## config.mk

```make
export PLATFORM = sky130hd
export DESIGN_NAME = epw_top
export DESIGN_NICKNAME = d
export VERILOG_FILES = /design/src/core/epw_pkg.sv /design/src/core/epw_top.sv
export SDC_FILE = /design/constraint.sdc
export NUM_CORES = 1
export LEC_CHECK = 0
export ABC_AREA = 1
export ABC_CLOCK_PERIOD_IN_PS = 4400
export BUFFER_PORTS_ARGS = -buffer_cell sky130_fd_sc_hd__buf_4
export CAP_MARGIN = 10
export CORE_MARGIN = 2
export CORE_UTILIZATION = 55
export CTS_BUF_LIST = sky130_fd_sc_hd__clkbuf_16
export DETAILED_ROUTE_END_ITERATION = 7
export PLACE_DENSITY = 0.85
export SKIP_LAST_GASP = 1
export SYNTH_ARGS = -nofsm -noshare
export SYNTH_HDL_FRONTEND = slang
export SYNTH_SLANG_ARGS = --single-unit
export TNS_END_PERCENT = 100
```

## constraint.sdc

```tcl
create_clock -name clk -period 4.4 [get_ports clk]
set_input_delay 0.66 -clock clk [delete_from_list [all_inputs] [get_ports clk]]
set_output_delay 0.66 -clock clk [all_outputs]
set_load 0.02 [all_outputs]
```

## src/core/epw_pkg.sv

```systemverilog
package epw_pkg;
   // register indices on the plain register port
   localparam logic [1:0] ADDR_UNIT_CTRL = 2'h0;
   localparam logic [1:0] ADDR_SHDN_CTRL = 2'h1;
   localparam logic [1:0] ADDR_PWM_CFG = 2'h2;
   localparam logic [1:0] ADDR_IRQ = 2'h3;
   localparam int ADDR_W = 2;
   localparam logic [7:0] RESET_BYTE = 8'h00;
   // field positions
   localparam int UC_CFG_HI = 7;
   localparam int UC_CFG_LO = 6;
   localparam int UC_MODE_HI = 3;
   localparam int UC_POL_AC = 1;
   localparam int UC_POL_BD = 0;
   localparam int SC_FLAG = 7;
   localparam int SC_SRC_HI = 6;
   localparam int SC_SRC_LO = 4;
   localparam int SC_AC_HI = 3;
   localparam int SC_AC_LO = 2;
   localparam int SC_BD_HI = 1;
   localparam int SC_BD_LO = 0;
   localparam int PC_RESTART = 7;
   localparam int PC_DB_HI = 6;
   localparam int IRQ_SHDN = 0;
   localparam int IRQ_RESTART = 1;
   localparam logic [1:0] PWM_MODE_TOP = 2'h3;
   // output configurations
   localparam logic [1:0] CFG_SINGLE = 2'h0;
   localparam logic [1:0] CFG_FWD = 2'h1;
   localparam logic [1:0] CFG_HALF = 2'h2;
   localparam logic [1:0] CFG_REV = 2'h3;
   // shutdown pin states
   localparam logic [1:0] SS_LOW = 2'h0;
   localparam logic [1:0] SS_HIGH = 2'h1;
   // source select bits
   localparam int SRC_CMP1 = 0;
   localparam int SRC_CMP2 = 1;
   localparam int SRC_FAULT = 2;
   // instruction clock is the core clock: one delay count per cycle
   localparam int CLK_MHZ = 40;
   localparam int TCY_NS = 25;
   localparam int CYC_PER_COUNT = (TCY_NS * CLK_MHZ + 999) / 1000;

   typedef struct packed
   {
      logic [ADDR_W-1:0] addr;
      logic [7:0] wdata;
      logic wr;
      logic rd;
   } epw_bus_s;

   typedef struct packed
   {
      logic a;
      logic b;
      logic c;
      logic d;
   } epw_pins_s;
endpackage

```

## src/core/epw_top.sv

```systemverilog
`timescale 1ns/1ps
// Notes on behaviour
// - single-output configuration behaves as plain one-channel pwm, no dead band
// - pins driven per pattern: a only, a and b, or all four
// - half-bridge delays inactive-to-active edges by dead band; falling edges undelayed
// - dead band equals the 7-bit count in instruction cycles
// - shutdown sources: comparator one, comparator two, low fault input, any mix
// - source select of zero disables auto-shutdown entirely
// - shutdown states applied asynchronously; per pair high, low or tri-state
// - hardware sets shutdown flag on event; outputs held while flag set
// - auto-restart clears flag when cause gone, else firmware clears it
// - flag set at period start keeps shutdown all period; resume next period
// - software writes to flag ignored while shutdown condition present
// - restart-enable bit seven selects automatic or software flag clear
// - shutdown applies only in enhanced pwm modes, only to active outputs
// - on variants without half-bridge the delay count reads zero
// - output configuration selects single, forward, half-bridge or reverse
// - mode bit one inverts pair a/c, bit zero inverts pair b/d
module epw_top
#(
   parameter bit HAS_HALF_BRIDGE = 1'b1
)
(
   input wire logic clk,
   input wire logic srst,
   input wire epw_pkg::epw_bus_s bus,
   output logic [7:0] rdata,
   input wire logic pwm_raw,
   input wire logic period_start,
   input wire logic cmp1_trip,
   input wire logic cmp2_trip,
   input wire logic fault_input_n,
   output epw_pkg::epw_pins_s pin_out,
   output epw_pkg::epw_pins_s pin_oe,
   output logic irq
);
   import epw_pkg::*;

   ////////////////////////////////////////////////////////////////////////////
   // pin synchronisers (pwm_raw and period_start come from timer logic on clk)
   logic [2:0] trip_meta;
   logic [2:0] trip_sync;
   always_ff @(posedge clk)
   begin
      if (srst)
      begin
         trip_meta <= 3'h0;
         trip_sync <= 3'h0;
      end
      else
      begin
         trip_meta <= {~fault_input_n, cmp2_trip, cmp1_trip};
         trip_sync <= trip_meta;
      end
   end

   ////////////////////////////////////////////////////////////////////////////
   // registers
   logic [7:0] unit_control_reg;
   logic [6:0] shdn_cfg; // source select and pair states
   logic shutdown_active_flag;
   logic [7:0] pwm_config_reg;
   logic [1:0] irq_status;
   logic [1:0] irq_mask;

   wire [1:0] output_config = unit_control_reg[UC_CFG_HI:UC_CFG_LO];
   wire pwm_mode = unit_control_reg[UC_MODE_HI -: 2] == PWM_MODE_TOP;
   wire [2:0] shutdown_source_select = shdn_cfg[SC_SRC_HI:SC_SRC_LO];
   wire [1:0] pair_ac_shutdown_state = shdn_cfg[SC_AC_HI:SC_AC_LO];
   wire [1:0] pair_bd_shutdown_state = shdn_cfg[SC_BD_HI:SC_BD_LO];
   wire auto_restart_enable = pwm_config_reg[PC_RESTART];
   wire [6:0] dead_band_count = HAS_HALF_BRIDGE ? pwm_config_reg[PC_DB_HI:0] : 7'h00;
   wire enhanced = pwm_mode && (output_config != CFG_SINGLE);

   // live shutdown cause from the selected sources; zero select means none
   wire cause_sync = |(shutdown_source_select & trip_sync);
   // raw cause for the immediate, clockless override path
   wire [2:0] trip_raw = {~fault_input_n, cmp2_trip, cmp1_trip};
   wire cause_raw = |(shutdown_source_select & trip_raw);

   wire wr_unit = bus.wr && bus.addr == ADDR_UNIT_CTRL;
   wire wr_shdn = bus.wr && bus.addr == ADDR_SHDN_CTRL;
   wire wr_cfg = bus.wr && bus.addr == ADDR_PWM_CFG;
   wire wr_irq = bus.wr && bus.addr == ADDR_IRQ;

   ////////////////////////////////////////////////////////////////////////////
   // shutdown flag: hardware set beats any clear
   wire flag_set = enhanced && cause_sync;
   wire auto_clr = auto_restart_enable && !cause_sync;
   wire sw_write_ok = wr_shdn && !cause_sync;
   // software may only clear the flag; a written one is dropped so that no
   // shutdown can ever appear while every source is deselected
   logic next_flag;
   always_comb
   begin
      next_flag = shutdown_active_flag;
      if (sw_write_ok)
         next_flag = shutdown_active_flag && bus.wdata[SC_FLAG];
      if (auto_clr)
         next_flag = 1'b0;
      if (flag_set)
         next_flag = 1'b1;
   end

   // plain register writes
   always_ff @(posedge clk)
   begin
      if (srst)
      begin
         unit_control_reg <= RESET_BYTE;
         shdn_cfg <= 7'h00;
         pwm_config_reg <= RESET_BYTE;
         shutdown_active_flag <= 1'b0;
      end
      else
      begin
         if (wr_unit)
            unit_control_reg <= bus.wdata;
         if (wr_shdn)
            shdn_cfg <= bus.wdata[SC_SRC_HI:0];
         if (wr_cfg)
            pwm_config_reg <= bus.wdata;
         shutdown_active_flag <= next_flag;
      end
   end

   ////////////////////////////////////////////////////////////////////////////
   // interrupts: shutdown entry and restart events, write one to clear
   logic flag_d;
   wire [1:0] irq_event = {flag_d & ~shutdown_active_flag, ~flag_d & shutdown_active_flag};
   always_ff @(posedge clk)
   begin
      if (srst)
      begin
         flag_d <= 1'b0;
         irq_status <= 2'h0;
         irq_mask <= 2'h0;
      end
      else
      begin
         flag_d <= shutdown_active_flag;
         irq_status <= (irq_status & ~(wr_irq ? bus.wdata[1:0] : 2'h0)) | irq_event;
         if (wr_irq && bus.wdata[7])
            irq_mask <= bus.wdata[5:4]; // bit 7 set selects mask update
      end
   end
   assign irq = |(irq_status & irq_mask);

   // read port, data in the following cycle
   logic [7:0] next_rdata;
   always_comb
   begin
      case (bus.addr)
         ADDR_UNIT_CTRL: next_rdata = unit_control_reg;
         ADDR_SHDN_CTRL: next_rdata = {shutdown_active_flag, shdn_cfg};
         ADDR_PWM_CFG: next_rdata = {auto_restart_enable, dead_band_count};
         ADDR_IRQ: next_rdata = {2'h0, irq_mask, 2'h0, irq_status};
         default: next_rdata = 8'h00;
      endcase
   end
   always_ff @(posedge clk)
   begin
      if (srst)
         rdata <= 8'h00;
      else if (bus.rd)
         rdata <= next_rdata;
      else
         rdata <= 8'h00;
   end

   ////////////////////////////////////////////////////////////////////////////
   // period-aligned shutdown hold: outputs resume only at a period start
   logic hold;
   always_ff @(posedge clk)
   begin
      if (srst)
         hold <= 1'b0;
      else if (flag_set || shutdown_active_flag)
         hold <= 1'b1;
      else if (period_start)
         hold <= 1'b0;
   end

   ////////////////////////////////////////////////////////////////////////////
   // dead band: one counter per half-bridge leg, rising edges only
   logic [6:0] cnt_a;
   logic [6:0] cnt_b;
   logic lead_a;
   logic lead_b;
   wire half = pwm_mode && output_config == CFG_HALF;
   always_ff @(posedge clk)
   begin
      if (srst || !pwm_raw)
         cnt_a <= 7'h00;
      else if (cnt_a < dead_band_count)
         cnt_a <= cnt_a + 7'h01;
   end
   always_ff @(posedge clk)
   begin
      if (srst || pwm_raw)
         cnt_b <= 7'h00;
      else if (cnt_b < dead_band_count)
         cnt_b <= cnt_b + 7'h01;
   end
   // a leg goes active only when its counter reaches the count; drops at once
   assign lead_a = pwm_raw && cnt_a >= dead_band_count;
   assign lead_b = !pwm_raw && cnt_b >= dead_band_count;

   ////////////////////////////////////////////////////////////////////////////
   // output steering before polarity (active = 1)
   epw_pins_s act;
   epw_pins_s used;
   always_comb
   begin
      act = '0;
      used = '0;
      if (pwm_mode)
      begin
         case (output_config)
            CFG_SINGLE:
            begin
               act.a = pwm_raw;
               used = 4'b1000;
            end
            CFG_FWD:
            begin
               act.a = 1'b1;
               act.d = pwm_raw;
               used = 4'b1111;
            end
            CFG_HALF:
            begin
               act.a = lead_a;
               act.b = lead_b;
               used = 4'b1100;
            end
            CFG_REV:
            begin
               act.b = pwm_raw;
               act.c = 1'b1;
               used = 4'b1111;
            end
            default:
            begin
               act = '0;
               used = '0;
            end
         endcase
      end
   end

   // polarity per pair, then registered pin data
   wire pol_ac = unit_control_reg[UC_POL_AC];
   wire pol_bd = unit_control_reg[UC_POL_BD];
   epw_pins_s norm_q;
   always_ff @(posedge clk)
   begin
      if (srst)
         norm_q <= '0;
      else
         norm_q <= {act.a ^ pol_ac, act.b ^ pol_bd, act.c ^ pol_ac, act.d ^ pol_bd};
   end

   ////////////////////////////////////////////////////////////////////////////
   // clockless shutdown override, only in enhanced modes and on used pins
   wire shdn_now = enhanced && (cause_raw || hold || shutdown_active_flag);
   wire ac_hi = pair_ac_shutdown_state == SS_HIGH;
   wire bd_hi = pair_bd_shutdown_state == SS_HIGH;
   wire ac_drive = pair_ac_shutdown_state == SS_LOW || ac_hi;
   wire bd_drive = pair_bd_shutdown_state == SS_LOW || bd_hi;
   assign pin_out.a = shdn_now ? ac_hi : norm_q.a;
   assign pin_out.c = shdn_now ? ac_hi : norm_q.c;
   assign pin_out.b = shdn_now ? bd_hi : norm_q.b;
   assign pin_out.d = shdn_now ? bd_hi : norm_q.d;
   assign pin_oe.a = used.a && (!shdn_now || ac_drive);
   assign pin_oe.c = used.c && (!shdn_now || ac_drive);
   assign pin_oe.b = used.b && (!shdn_now || bd_drive);
   assign pin_oe.d = used.d && (!shdn_now || bd_drive);
endmodule

```

==> impl_metrics.toml <==
[power]
clkPwrFrac_pct = 49.6
power.internal_w = 0.00112
power_density_nw_per_um2 = 402
pwr-share-comb_pct = 10.2
power.total_w = 0.00148
peakVddDrop_v = 0.000463
pwr-share-seq_pct = 40.2
swShare_pct = 24.3
p_leak_nw = 1.70
power_switching_w = 0.000361

[route]
detail-route-antenna-nets = 0
wl_per_cell_um = 14.6
via_per_inst = 5.41
drtIter0Drc = 260
drt_wl_total_mm = 7.61
route.detailed.drc = 0
drtPass1Iterations = 4
vias = 2832

[synthesis]
yosys-top-cells-area = "dfxtp_1 (40%), nand2_1 (9.2%), ha_1 (6.5%), inv_1 (6.2%), nor2_1 (6.0%)"
syn_inst = 405
netlist.area_leader.share_pct = 40.5
yosys.area.top_type = "dfxtp_1"
synth_edf_count = 0
avgSynthCellArea_um2 = 7.57
ys_seq_elements = 62
ys_types = 43
synth_area_um2 = 3070
synth-main-ff-cell = "dfxtp_1"
synth_fp_nets = 440
seq_area_frac_synth_pct = 40.5
yosysWarnings = 0
ys_async_sr_fraction_pct = 0

[sta]
fin_crit_ns = 2.39
hold_viol = 0
worstMarginPinSlew_ns = 0.762
timing.hold.ws_ns = 0.404
worst_slew_margin_rel_pct = 49.1
max_freq_mhz = 419
drv_slew = 0
rsz0062_at_grt = "false"
worst_slack_ns = 2.01
setup_tns_ns = 0
clock_skew_ns = 0.00528
setup_viol = 0
fin_crit_sh_pct = 54.3

[floorplanning]
dieArea_um2 = 6190
core_area_um2 = 5440
dieWidth_um = 78.7
fp-row-count = 27
initial_utilization_pct = 56.4
pin_count = 36
chipHeight_um = 78.7

[clocking]
clock_path_buffers = 2
htreeDepth = 3
ctsHoldBuffers = 0
clock-sinks = 62
root_buffer = "clkbuf_16"
cts_tree = "built"
cts_setup_buffers = 0
cts_made_buffers = 9
cts.clk_slew.worst_paths_ns = 0.05
clock_latency_ns = 0.33
post_cts_resized = 0

[worst_setup_path]
ff2ff_path_depth = 11
reg2reg_from = "pwm_config_reg[2]"
cp_slowest_stage_delay_ns = 0.45
cp_slowest_cell = "dfxtp_1"
required_ns = 3.74
start_kind = "register"
r2r_slack_ns = 2.71
critPathMaxFanout = 7
path_common_cell = "inv_1"
reg2reg_to = "norm_q[2]"
critical_path_class = "register to primary output"
crit_path_end_kind = "primary output"
crit_arrival_ns = 1.73
path_cells = "inv_1, a21oi_2, nand2_2, inv_1, nand3_1, nand2_1, buf_4"

[global_route]
grt_max_degree = 29
track_usage_pct = 26.2
antenna_found_initial = 0
grt_pass1_vias = 2741
grt_pass1_wl_mm = 12.5
grt.overflow.total = 0

[cells_and_area]
final_layout_size_suffix_gt1_share_pct = 18.8
instances_no_fill = 523
areaGrowthSynthToFinish_pct = 20.6
layout.nets = 481
n_antenna_cell = 0

[place]
preCtsSetupSlack_ns = 2.09
gp_congestion = 0.934
dp_cells = 507
portBuffers = 35
dp_hpwl_mm = 5.52

[outcome]
status = "finished, final reports clean"

[run]
cap_violations = 0

[worst_hold_path]
min_to = "trip_sync[1]"
min-delay-start = "trip_meta[1]"
hold_depth = 2
worstHoldPathType = "register to register"
[cells in the mapped netlist, types with 3 or more instances]
cell     count
inv_2       10
dfxtp_1     62
inv_1       51
o21ai_0     17
o21ai_2      3
nand2_2      4
nand2_1     75
a21oi_1     36
nand4_1      3
a21oi_2      4
nand3_1     14
o21ai_1     16
ha_1        16
nor2_4       4
xnor2_1      5
nor2_1      49
[worst max-delay path: cells and delay by family (launching register included)]
kind | cells | cell delay (ns)
AO/OA/AOI/OAI | 1 | 0.22
buffers and inverters | 3 | 0.39
flip-flops | 1 | 0.45
AND/OR/NAND/NOR | 3 | 0.34
[worst max-delay path by stage]
stage                        startpoint  slack (ns)    endpoint
global route        unit_control_reg[6]        1.93  pin_out[2]
CTS                 unit_control_reg[6]        2.05  pin_out[2]
floorplan                 fault_input_n        2.36   pin_oe[1]
global placement          fault_input_n        2.12   pin_oe[1]
finish              unit_control_reg[6]        2.01  pin_out[2]
detailed placement        fault_input_n        2.09  pin_out[3]
[cells in the final DEF (no fill, tap or decap), types with 4 or more instances in the layout]
master,count
nand2_1,75
dfxtp_1,62
inv_1,51
nor2_1,49
a21oi_1,36
buf_4,35
o21ai_0,17
o21ai_1,16
ha_1,16
nand3_1,14
inv_2,10
clkbuf_16,9
xnor2_1,5
a21oi_2,4
nand2_2,4
nor2_4,4
[power groups by stage]
| stage | sequential [W] | clock (W) | combinational [W] |
|---|---|---|---|
| 2_1_floorplan | 0.000605 | 0 | 0.000101 |
| 3_3_place_gp | 0.000607 | 0 | 0.000141 |
| 3_5_place_dp | 0.000608 | 0 | 0.000148 |
| 4_1_cts | 0.000596 | 0.000745 | 0.000150 |
| 5_1_grt | 0.000598 | 0.000768 | 0.000168 |
| 6_report | 0.000597 | 0.000736 | 0.000151 |
[stage by stage]
stage,area (µm²),util (%)
floorplan,3070,-
global placement,3380,62.2
detailed placement,3380,62.2
CTS,3700,68.0
global route,3700,68.0
finish,3700,68.0
[layout make-up]
type,instances,area (µm²)
Fill cell,434,1740
Tap cell,72,90.1
Multi-Input combinational cell,274,1530
Clock buffer,9,225
Timing Repair Buffer,35,263
Clock inverter,7,88.8
Sequential cell,62,1240
Inverter,64,259
[metal layers]
metal	GRT usage, %	share of wire [%]	wire length (µm)	vias to the layer above
met3	7.82	6.3	480	19
met2	42.7	48	3690	98
met5	0	0	0	-
met4	10.0	2.3	175	0
li1	-	-	-	1400
met1	32.5	43	3270	1315
[cells by family after synthesis]
family                   Yosys count  share of synthesized area (%)
adder cells (fa/ha/maj)           16                           6.53
XOR/XNOR                           6                           1.71
AND/OR/NAND/NOR                  160                           24.0
AO/OA/AOI/OAI                     92                           17.6
flip-flops                        62                           40.5
buffers and inverters             69                           9.63
Note: power is estimated with default switching activity, not from simulation.
